[src/metering_config_pkg.sv]
// constants and types for the metering configuration register block
package metering_config_pkg;

    localparam int ADDR_W      = 16;
    localparam int DATA_W      = 32;
    localparam int SAMPLE_W    = 24;
    localparam int PHASE_COUNT = 3;

    localparam logic [ADDR_W-1:0] CONFIG_ADDR = 16'he618;

    // field positions in the configuration word
    localparam int INTEGRATOR_BIT  = 0;
    localparam int SWAP_BIT        = 3;
    localparam int VOLTAGE_GND_BIT = 4;
    localparam int CURRENT_GND_BIT = 5;
    localparam int FAST_PORT_BIT   = 6;
    localparam int SOFT_RESET_BIT  = 7;
    localparam int FIRST_SEL_LSB   = 8;
    localparam int SECOND_SEL_LSB  = 10;
    localparam int THIRD_SEL_LSB   = 12;

    localparam logic [15:0] CONFIG_RESET   = 16'h0000;
    localparam logic [15:0] WRITABLE_MASK  = 16'h3ff9;
    localparam logic [15:0] READ_PAD       = 16'h0000;
    localparam logic [2:0]  PHASE_MODULO   = 3'h3;

    localparam logic [1:0] PHASE_A = 2'h0;
    localparam logic [1:0] PHASE_B = 2'h1;
    localparam logic [1:0] PHASE_C = 2'h2;

    // voltage choice relative to the phase's own voltage
    typedef enum logic [1:0] {
        SEL_OWN      = 2'b00,
        SEL_NEXT     = 2'b01,
        SEL_PREV     = 2'b10,
        SEL_RESERVED = 2'b11
    } phase_sel_type;

    typedef enum logic {
        BUS_IDLE    = 1'b0,
        BUS_RESPOND = 1'b1
    } bus_state_type;

    typedef logic [SAMPLE_W-1:0] sample_type;
    typedef sample_type [PHASE_COUNT-1:0] phase_samples_type;

    typedef struct packed {
        logic [1:0]    reserved_high;
        phase_sel_type voltage_for_third_phase;
        phase_sel_type voltage_for_second_phase;
        phase_sel_type voltage_for_first_phase;
        logic          soft_reset_request;
        logic          fast_capture_port_enable;
        logic          current_adc_grounded;
        logic          voltage_adc_grounded;
        logic          channel_swap;
        logic [1:0]    reserved_low;
        logic          integrator_enable;
    } config_type;

    typedef struct packed {
        logic              psel;
        logic              penable;
        logic              pwrite;
        logic [ADDR_W-1:0] paddr;
        logic [DATA_W-1:0] pwdata;
    } apb_req_type;

    typedef struct packed {
        logic              pready;
        logic [DATA_W-1:0] prdata;
        logic              pslverr;
    } apb_rsp_type;

    typedef struct packed {
        bus_state_type     bus_state;
        apb_rsp_type       rsp;
        config_type        cfg;
        logic              soft_reset_pulse;
        logic              shared_pin;
        phase_samples_type voltage_result;
        phase_samples_type current_result;
        phase_samples_type paired_voltage;
    } state_type;

    // phase whose voltage feeds the power path of phase own
    function automatic logic [1:0] phase_index(input logic [1:0] own,
                                               input phase_sel_type code);
        logic [2:0] sum;
        logic [1:0] step;
        step = (code == SEL_RESERVED) ? SEL_OWN : code;
        sum  = {1'b0, own} + {1'b0, step};
        phase_index = (sum >= PHASE_MODULO) ? 2'(sum - PHASE_MODULO) : sum[1:0];
    endfunction : phase_index

endpackage : metering_config_pkg

[src/metering_config_register.sv]
// apb configuration register with channel routing and phase pairing
//
// Local design decision: register access over APB.
`timescale 1ns/1ps

// Overview of operation
// - bit 0 set enables the integrator on all phase and neutral currents, clear disables it.
// - bits 2:1 and 15:14 are reserved, are not stored and steer nothing.
// - bit 3 set exchanges voltage channel outputs with current channel outputs.
// - bit 4 set makes the voltage channel outputs read as grounded inputs.
// - bit 5 set makes the current channel outputs read as grounded inputs.
// - bit 6 set enables the fast capture port and puts its clock on the shared pin.
// - writing 1 to bit 7 starts a software reset.
// - field 9:8 picks phase a, b or c voltage for the first phase power path, 11 as 00.
// - field 11:10 picks phase b, c or a voltage for the second phase, 11 as 00.
// - field 13:12 picks phase c, a or b voltage for the third phase, 11 as 00.
module metering_config_register (
    input  wire logic                                  pclk,
    input  wire logic                                  presetn,
    input  wire metering_config_pkg::apb_req_type       apb_req,
    output      metering_config_pkg::apb_rsp_type       apb_rsp,
    input  wire metering_config_pkg::phase_samples_type voltage_sample,
    input  wire metering_config_pkg::phase_samples_type current_sample,
    input  wire logic                                  fast_capture_clock,
    input  wire logic                                  third_pulse_output,
    output      metering_config_pkg::config_type        datapath_control,
    output      logic                                  soft_reset_pulse,
    output      logic                                  shared_pin,
    output      metering_config_pkg::phase_samples_type voltage_result,
    output      metering_config_pkg::phase_samples_type current_result,
    output      metering_config_pkg::phase_samples_type paired_voltage
);
    import metering_config_pkg::*;

    localparam state_type STATE_RESET = '0;

    state_type state;
    state_type next_state;

    logic access;
    logic addr_hit;
    logic commit;

    phase_samples_type grounded_voltage;
    phase_samples_type grounded_current;
    phase_sel_type     pair_code [PHASE_COUNT];

    assign access   = apb_req.psel && apb_req.penable;
    assign addr_hit = (apb_req.paddr == CONFIG_ADDR);
    assign commit   = access && (state.bus_state == BUS_RESPOND);

    always_comb begin
        next_state = state;
        pair_code[PHASE_A] = state.cfg.voltage_for_first_phase;
        pair_code[PHASE_B] = state.cfg.voltage_for_second_phase;
        pair_code[PHASE_C] = state.cfg.voltage_for_third_phase;

        // bus: one wait cycle, answer registered
        case (state.bus_state)
            BUS_IDLE: begin
                next_state.rsp.pready  = 1'b0;
                next_state.rsp.pslverr = 1'b0;
                if (access) begin
                    next_state.bus_state   = BUS_RESPOND;
                    next_state.rsp.pready  = 1'b1;
                    next_state.rsp.pslverr = !addr_hit;
                    next_state.rsp.prdata  = addr_hit ? {READ_PAD, state.cfg} : '0;
                end
            end
            BUS_RESPOND: begin
                next_state.bus_state   = BUS_IDLE;
                next_state.rsp.pready  = 1'b0;
                next_state.rsp.pslverr = 1'b0;
            end
            default: begin
                next_state.bus_state  = BUS_IDLE;
                next_state.rsp.pready = 1'b0;
            end
        endcase

        // write takes effect at the edge that sees pready high
        if (commit && apb_req.pwrite && addr_hit) begin
            next_state.cfg = config_type'(apb_req.pwdata[15:0] & WRITABLE_MASK);
        end

        // software reset: request seen, pulse out, all fields back to zero
        next_state.soft_reset_pulse = state.cfg.soft_reset_request;
        if (state.cfg.soft_reset_request) begin
            next_state.cfg = config_type'(CONFIG_RESET);
        end

        // grounding acts on the adc outputs, the exchange follows it
        grounded_voltage = state.cfg.voltage_adc_grounded ? '0 : voltage_sample;
        grounded_current = state.cfg.current_adc_grounded ? '0 : current_sample;
        if (state.cfg.channel_swap) begin
            next_state.voltage_result = grounded_current;
            next_state.current_result = grounded_voltage;
        end else begin
            next_state.voltage_result = grounded_voltage;
            next_state.current_result = grounded_current;
        end

        // power path pairing from the voltage channel
        for (int p = 0; p < PHASE_COUNT; p++) begin
            next_state.paired_voltage[p] =
                state.voltage_result[phase_index(2'(p), pair_code[p])];
        end

        // shared pin function
        next_state.shared_pin = state.cfg.fast_capture_port_enable ?
                                fast_capture_clock : third_pulse_output;
    end

    always_ff @(posedge pclk or negedge presetn) begin
        if (!presetn) begin
            state <= STATE_RESET;
        end else begin
            state <= next_state;
        end
    end

    assign apb_rsp          = state.rsp;
    assign datapath_control = state.cfg;
    assign soft_reset_pulse = state.soft_reset_pulse;
    assign shared_pin       = state.shared_pin;
    assign voltage_result   = state.voltage_result;
    assign current_result   = state.current_result;
    assign paired_voltage   = state.paired_voltage;

    // checking helpers
    logic write_hit;

    assign write_hit = commit && apb_req.pwrite && addr_hit;
endmodule : metering_config_register

[config.mk]
export PLATFORM = sky130hd
export DESIGN_NAME = metering_config_register
export DESIGN_NICKNAME = d
export VERILOG_FILES = /design/src/metering_config_pkg.sv /design/src/metering_config_register.sv
export SDC_FILE = /design/constraint.sdc
export NUM_CORES = 1
export LEC_CHECK = 0
export ABC_AREA = 1
export BUFFER_PORTS_ARGS = -buffer_cell sky130_fd_sc_hd__buf_2
export CAP_MARGIN = 15
export CORE_MARGIN = 2
export CORE_UTILIZATION = 30
export DETAILED_ROUTE_END_ITERATION = 8
export GPL_TIMING_DRIVEN = 0
export PLACE_DENSITY = 0.65
export SYNTH_ARGS = -nofsm -noshare
export SYNTH_HDL_FRONTEND = slang
export SYNTH_SLANG_ARGS = --single-unit
[constraint.sdc]
create_clock -name pclk -period 1.8 [get_ports pclk]
set_input_delay 0.18 -clock pclk [delete_from_list [all_inputs] [get_ports pclk]]
set_output_delay 0.18 -clock pclk [all_outputs]
set_load 0.1 [all_outputs]
Yosys cells after proc, flatten, opt, wreduce, memory -nomap -nowiden
Index checks and enable logic that the tools add are counted.
- register bits: 269
- output and inout port bits: 268
- $add $sub $neg: 5
- magnitude comparators: 6
- equal/unequal tests: 4
- mux-type cells: 22
- bitwise logic cells: 1
- reductions and logical operators: 7
- operator list (cell ; number):
    $bmux 24 s2 ; 3
    $mux 144 ; 1
    $mux 72 ; 2
    $mux 24 ; 3
    $mux 16 ; 3
    $mux 35 ; 1
    $eq 16x16->1 const B ; 1
    $mux 2 ; 6
    $lt 2x3->1 const B ; 3
    $eq 2x2->1 const B ; 3
    $ge 3x2->1 const B ; 2
    $sub 2x2->2 const B ; 3
    $logic_and 1x1->1 ; 4
    $pmux 2 s2 ; 1
    $add 1x2->3 const A ; 1
    $add 2x2->3 const A ; 1
    $ge 2x2->1 const B ; 1
    $pmux 1 s2 ; 1
    $reduce_and 2->1 ; 1
    $reduce_bool 2->1 ; 1
    $logic_not 1->1 ; 1
    $mux 1 ; 1
    $not 1->1 ; 1

Depth between registers and ports, before layout
Gate-level depths: netlist of run 1.
- word-level depth: 7
- mapped depth: 8
- mapped depth without buffers: 7

Worst setup path after synthesis of run 1
Ideal clock, no wire load.
- path kind: reg2reg
- start point: register state, in the netlist datapath_control[11]
- end point: register state, in the netlist paired_voltage[37]
- data arrival time: 2.002 ns
- data required time: 1.667 ns
- slack: -0.336 ns
- cell stages (with the launch flop): 9
- buffers on the path: 2
- cell sequence: dfrtp_1 > inv_1 > ha_1 > inv_1 > buf_2 > buf_2 > a21oi_1 > o21ai_0 > o21ai_0
- RTL lines (item ; line ; RTL):
    start: declaration ; metering_config_register.sv:37 ; state_type state;
    start signal: assignment ; metering_config_register.sv:118 ; state <= next_state;

==> results.txt, run 1 <==
Pwr Total: 0.0158 W
flop-to-flop setup slack: 0.03 ns
fin nets: 1957
Vert. Die Dim: 191 um
P_sw: 0.00539 W
Overflow after GRT: 0
Simple-Gate Fraction of Synth Area: 0.109
1st-iter DRT viols: 1101
clock buffer count from CTS: 29
Clk pin slew, worst setup/hold paths: 0.06 ns
Post-Route WL: 49000 um
synthesized area: 10400 um^2
XOR/XNOR Fraction of Synth Area: 0
largest family of logic cells by synthesized area: compound AO/OA/AOI/OAI gates
largest net degree at the start of global routing: 126
overall routing resource usage: 0.261
clk sinks: 245
Slew headroom: 0.575
Sw Ratio: 0.341
Worst VDD drop: 0.000653 V
RSZ-0062 raised after global routing: false
crit path DAT: 2.14 ns
htree depth: 1
Boundary Pins: 467
layout cells sized above 1: 0.338
Detail Placement HPWL: 37200 um
worst-skew pair later-pin latency: 0.55 ns
Util after Layout: 0.465
post-synthesis sequential area ratio: 0.587
antenna violations before repair: 3
WL per Instance: 21.9 um
Max Fanout on Critical Path: 10
syn avg cell area: 9.31 um^2
Hold Crit Class: in -> reg
Final Skew: 0.0133 ns
Comb power frac: 0.221
Via density: 5.06
Post-Synth Adder-Cell Area: 0.00240
final std cells w/o fill: 2233
CTS tree: yes
CP endpoint kind: flop
Compound-Gate Fraction of Synth Area: 0.216
run status: finished, final reports clean
Max Buffers Root-to-Sink: 3
residual DRC count: 0
Global Route met2 Usage: 0.435
nature of the critical path startpoint: flop
busiest layer in global routing: met2
first-pass GRT wire length: 70500 um
WS Path Type: reg -> reg
Mapped Cells: 1121
sequential power share: 0.376
area grow syn2layout: 53.1%
Seq cells post-synth: 245
RePlAce Congestion: 0.910
fin. max-slew vios: 0
Period Utilization, post-route: 0.981
GR Layer Usage met1: 0.341
Final min period: 1.77 ns
Worst Hold Margin: 0.0357 ns
Leak: 7.90 nW
post-synthesis mux area share: 0.00108
final setup vio count: 0
PwrDens: 989 nW/um^2
Inst Count DP: 2023
width of the chip: 191 um
antenna viol nets, final: 0
internal power: 0.0104 W
maximum clock frequency: 0.566 GHz
std cell rows: 68
Slew @ Worst Pin: 0.638 ns
CORE AREA: 34400 um^2
Synth Warn #: 0
Netlist cell types: 23
Port Buffers: 426
clock root cell: clkbuf_16
Initial Utilization: 0.304
vias: 11296
first-pass iteration count of the detailed router: 5
Worst Path Required: 2.17 ns
vias in the first global route: 11157
GR Layer Usage met3: 0.0410
Final Hold Fails: 0
power share of the clock group: 0.403
DIE AREA: 36300 um^2
Max-Cap Viols: 0
-- cells in the mapped netlist (all sizes together) --
library cell / number / area, um^2
o22ai: 1 / 6.26
clkbuf: 39 / 146
nor2: 17 / 63.8
a31oi: 1 / 6.26
or2: 1 / 8.76
buf: 77 / 464
inv: 71 / 267
a21oi: 192 / 961
dfrtp: 245 / 6130
nand4: 12 / 75.1
nand2: 150 / 563
o21ai: 203 / 1020
nand3: 85 / 425
ha: 2 / 25.0
conb: 1 / 3.75
o211ai: 23 / 263
mux2: 1 / 11.3
-- state kept, by name, summed over array words and instances, names as in the netlist --
signal / count
datapath_control: 12
voltage_result: 72
current_result: 72
soft_reset_pulse: 1
state: 1
paired_voltage: 72
apb_rsp: 14
shared_pin: 1
-- cell families (layout without fill, tap and decap cells) --
kind of cell	Yosys count	in the layout
adder cells (fa/ha/maj)	2	2
flip-flops	245	245
AND/OR/NAND/NOR	265	265
multiplexers	1	1
AO/OA/AOI/OAI	420	420
other	1	22
buffers and inverters	187	823
-- critical path, stage by stage, from the launching register on --
cell and delay, ns:
dfrtp_1 0.44, inv_2 0.23, clkbuf_2 0.34, nand2_1 0.11
o21ai_0 0.47
-- layout make-up --
type,count,area (um^2)
multi-input combinational,708,3520
clock buffer,35,778
timing repair buffer,586,3780
buffer,115,666
sequential,245,6140
antenna,2,5.00
clock inverter,16,249
tap,455,569
fill,3291,18400
inverter,71,267
-- power groups by stage --
stage / registers, W / clock network, W / logic [W]
final: 0.00594 / 0.00637 / 0.00349
after global routing: 0.00596 / 0.00671 / 0.00362
after CTS: 0.00594 / 0.00645 / 0.00347
after detailed placement: 0.00604 / 0 / 0.00319
after global placement: 0.00604 / 0 / 0.00316
after floorplan: 0.00782 / 0 / 0.000504
-- timing repair --
item | CTS | global route
hold buffers | 158 | 0
endpoints found under the hold margin | 388 | 0
buffers inserted | 0 | 0
resized for setup | 21 | 27
setup endpoints to repair | 53 | 53
-- layout by cell type, fill, tap and decap left out, types with 6 or more instances in the layout --
master / netlist / routed
bufinv_16: 0 / 6
nor2_1: 17 / 16
clkbuf_16: 0 / 29
dfrtp_1: 245 / 238
o211ai_2: 18 / 18
clkbuf_1: 39 / 28
buf_2: 44 / 461
o21ai_0: 176 / 170
o21ai_1: 27 / 33
clkbuf_2: 0 / 13
nand4_1: 12 / 12
buf_6: 3 / 7
nand2_1: 150 / 150
buf_4: 26 / 27
inv_1: 69 / 68
conb_1: 1 / 20
dlygate4sd3_1: 0 / 158
nand3_1: 85 / 85
a21oi_1: 192 / 188
-- through the flow --
stage          TNS [ns]  cell area [um^2]  setup WS (ns)
2_1_floorplan         0             10500        0.00835
3_3_place_gp    -969.64             13200          -4.80
3_5_place_dp      -5.39             13300         -0.233
4_1_cts               0             15900         0.0106
5_1_grt               0             16000       0.000223
6_report              0             16000         0.0333
-- final timing paths --
path / end / depth (start not counted) / startpoint
worst min-delay path: datapath_control[0]$_DFFE_PN0P_ / 5 / apb_req[48]
max in group asynchronous: datapath_control[3]$_DFFE_PN0P_ / 3 / presetn
worst max register to register: voltage_result[62]$_DFF_PN0_ / 4 / datapath_control[4]$_DFFE_PN0P_
min in group asynchronous: paired_voltage[48]$_DFF_PN0_ / 3 / presetn
worst min register to register: soft_reset_pulse$_DFF_PN0_ / 0 / datapath_control[7]$_DFF_PN0_
worst max-delay path: voltage_result[62]$_DFF_PN0_ / 4 / datapath_control[4]$_DFFE_PN0P_
-- per-layer routing --
metal  wire length (um)  vias to the layer above
met5                  0                        -
met4               2300                        0
met3               3640                      159
met2              23100                      681
met1              19900                     5398
li1                   -                     5058
Note: power is estimated with default switching activity, not from simulation.
==> inputs of run 2 (changes only) <==
--- a/config.mk
+++ b/config.mk
@@ -5,14 +5,13 @@
 export SDC_FILE = /design/constraint.sdc
 export NUM_CORES = 1
 export LEC_CHECK = 0
-export ABC_AREA = 1
 export BUFFER_PORTS_ARGS = -buffer_cell sky130_fd_sc_hd__buf_2
 export CAP_MARGIN = 15
-export CORE_MARGIN = 2
-export CORE_UTILIZATION = 30
+export CORE_AREA = 2 2 181 183
 export DETAILED_ROUTE_END_ITERATION = 8
+export DIE_AREA = 0 0 183 185
 export GPL_TIMING_DRIVEN = 0
-export PLACE_DENSITY = 0.65
+export PLACE_DENSITY = 0.7
 export SYNTH_ARGS = -nofsm -noshare
 export SYNTH_HDL_FRONTEND = slang
 export SYNTH_SLANG_ARGS = --single-unit
==> results.txt, run 2 <==
R2R Path Start: datapath_control[5]$_DFFE_PN0P_
htree depth: 1 (unchanged)
first-pass GRT wire length: 59500 um (-16%)
Slew @ Worst Pin: 0.675 ns (+0.0365 ns)
Seq cells post-synth: 245 (unchanged)
area grow syn2layout: 51.3%
fin nets: 1723 (-12%)
Hold Crit Class: in -> reg
Synth area leaders: dfrtp_1 (58%), mux2i_1 (18%), nand2b_1 (8.6%), o22ai_1 (2.7%), a22o_1 (1.9%)
CORE AREA: 32000 um^2 (-6.8%)
top cells by count, synth: dfrtp_1 (245), mux2i_1 (193), nand2b_1 (146)
Overflow after GRT: 0 (unchanged)
Hold Path Stages: 4 (-1)
first-pass iteration count of the detailed router: 5 (unchanged)
std cell rows: 66 (-2.9%)
Final Hold Fails: 0 (unchanged)
EDFF count, synth: 0 (unchanged)
syn avg cell area: 12.0 um^2 (+29%)
Initial Utilization: 0.331 (+0.0274)
Slew headroom: 0.550 (-0.0244)
flop-to-flop setup slack: 0.06 ns (+0.03 ns)
Layout fillers: 2780 (-16%)
slowest stage cell on the critical path: dfrtp_1
CP cell instances: clkbuf_2 > clkbuf_4 > nand2b_1 > mux2i_1
overall routing resource usage: 0.234 (-0.0275)
PwrDens: 944 nW/um^2 (-4.5%)
DIE AREA: 33900 um^2 (-6.7%)
RePlAce Congestion: 0.810 (-11%)
Final Skew: 0.0186 ns (+0.00535 ns)
top cell type's share of synthesized area: 0.578 (-0.00936)
clock buffer count from CTS: 28 (-3.4%)
worst-case reg-to-reg path depth: 4 (unchanged)
Primary FF master, synth: dfrtp_1
Synth Warn #: 0 (unchanged)
synthesized area: 10600 um^2 (+1.6%)
WS Path Type: reg -> reg
vias in the first global route: 9996 (-10%)
Hold Path Origin: apb_req[38]
Max Buffers Root-to-Sink: 3 (unchanged)
vias: 9462 (-16%)
most frequent cells in the layout: buf_2 (446), dfrtp_1 (237), mux2i_1 (193), dlygate4sd3_1 (160), nand2b_1 (146)
Setup Fix Bufs, Post-CTS: 0 (unchanged)
Via density: 4.85 (-4.2%)
Min-Delay Endpoint: apb_rsp[0]$_DFF_PN0_
Boundary Pins: 467 (unchanged)
Util after Layout: 0.501 (+0.0359)
Yosys top cell by area: dfrtp_1
worst-skew pair later-pin latency: 0.54 ns (about the same)
antenna viol nets, final: 0 (unchanged)
Max-Cap Viols: 0 (unchanged)
1st-iter DRT viols: 505 (-54%)
Worst Path Required: 2.20 ns (+0.03 ns)
Max Fanout on Critical Path: 11 (+1)
Worst VDD drop: 0.000673 V (+3.2%)
width of the chip: 183 um (-3.9%)
Port Buffers: 426 (unchanged)
antenna violations before repair: 1 (-2)
clock root cell: clkbuf_16
Worst setup startpoint: datapath_control[5]$_DFFE_PN0P_
Netlist cell types: 29 (+26%)
layout cells sized above 1: 0.362 (+0.0238)
Worst Hold Margin: 0.0438 ns (+0.00812 ns)
CP max stage delay: 0.40 ns (-0.07 ns)
Detail Placement HPWL: 28800 um (-22%)
fin. max-slew vios: 0 (unchanged)
Pwr Total: 0.0151 W (-4.1%)
Mapped Cells: 885 (-21%)
largest net degree at the start of global routing: 120 (-4.8%)
Vert. Die Dim: 185 um (-2.9%)
asr flop ratio synth: 1.00 (unchanged)
CTS tree: yes
CP top delay family: buffers and inverters
most common cell after layout, fill and taps aside: buf_2
Sum Neg Setup Slack: 0 ns (unchanged)
nature of the critical path startpoint: flop
post-synthesis sequential area ratio: 0.578 (-0.00936)
maximum clock frequency: 0.576 GHz (+1.8%)
Clk pin slew, worst setup/hold paths: 0.06 ns (about the same)
count leader, synth: dfrtp_1
run status: finished, final reports clean
Final min period: 1.74 ns (-0.0309 ns)
clk sinks: 245 (unchanged)
RSZ-0062 raised after global routing: false
final setup vio count: 0 (unchanged)
crit path DAT: 2.13 ns (about the same)
CP endpoint kind: flop
residual DRC count: 0 (unchanged)
reg2reg end: voltage_result[49]$_DFF_PN0_
Period Utilization, post-route: 0.964 (-0.0171)
WL per Instance: 21.1 um (-4.0%)
Buf+Inv Stages, Crit Path: 2 (unchanged)
Post-Route WL: 41100 um (-16%)
Leak: 7.72 nW (-2.4%)
-- run 2: cell types whose count changed after synthesis, sizes merged, moves of 30 or more --
cell	previous run	this run
inv	71	4
nand3	85	0
nor2	17	47
a21oi	192	1
nand2b	0	146
o21ai	203	25
nand2	150	48
o22ai	1	46
mux2i	0	193
-- run 2: where the power goes --
part	total, W	leakage [nW]	internal, W	switching [W]
Combinational	0.00340	4.35	0.000730	0.00267
Sequential	0.00592	2.90	0.00576	0.000162
Clock	0.00583	0.459	0.00350	0.00233
Total	0.0151	7.72	0.00999	0.00516
-- run 2: area by class of cell --
cell class,count,area [um^2],area share
Sequential cell,245,6150,0.383
Multi-Input combinational cell,568,4080,0.254
Timing Repair Buffer,588,3800,0.237
Clock buffer,40,797,0.0497
Buffer,87,558,0.0348
Tap cell,408,510,0.0318
Clock inverter,11,136,0.00850
Inverter,4,15.0,0.000936
Antenna cell,1,2.50,0.000156
-- run 2: worst max path at each step --
stage                                                   to  cells past startpoint  slack (ns)
after detailed placement      voltage_result[49]$_DFF_PN0_                      4       -0.61
after global routing          voltage_result[66]$_DFF_PN0_                      4        0.01
after global placement    datapath_control[11]$_DFFE_PN0P_                      1       -4.70
after floorplan               paired_voltage[27]$_DFF_PN0_                      6       0.001
after CTS                     paired_voltage[63]$_DFF_PN0_                      4       0.001
final                         voltage_result[49]$_DFF_PN0_                      4        0.06
-- run 2: kinds of logic after synthesis --
kind of cell / share of synthesized area
AO/OA/AOI/OAI: 0.0601
adder cells (fa/ha/maj): 0.00236
buffers and inverters: 0.0446
flip-flops: 0.578
multiplexers: 0.183
other: 0.000354
AND/OR/NAND/NOR: 0.131
-- run 2: metrics by stage --
stage | instance area [um^2] | std cells | worst slack, ns
floorplan | 10700 | 904 | 0.00101
global placement | 13300 | 1738 | -4.70
detailed placement | 13400 | 1740 | -0.611
CTS | 16000 | 1951 | 0.00117
global route | 16000 | 1951 | 0.0139
finish | 16000 | 1952 | 0.0642
-- run 2: routing by layer --
layer	share of wire	global-route usage	routed length, um
met1	0.41	0.291	16900
met5	0	0	0
met2	0.49	0.400	20000
met3	0.068	0.0519	2810
met4	0.033	0.0861	1360
-- run 2: tightest hold or removal path, cell delays in order --
cell and delay (ns):
buf_2 0.08, nor4_2 0.04, nand4_2 0.11, and2_1 0.13
-- run 2: repair_timing --
| item | in CTS | in global routing |
|---|---|---|
| resized for setup | 19 | 38 |
| hold buffers | 160 | 0 |
| setup endpoints to repair | 179 | 53 |
| endpoints found under the hold margin | 400 | 0 |
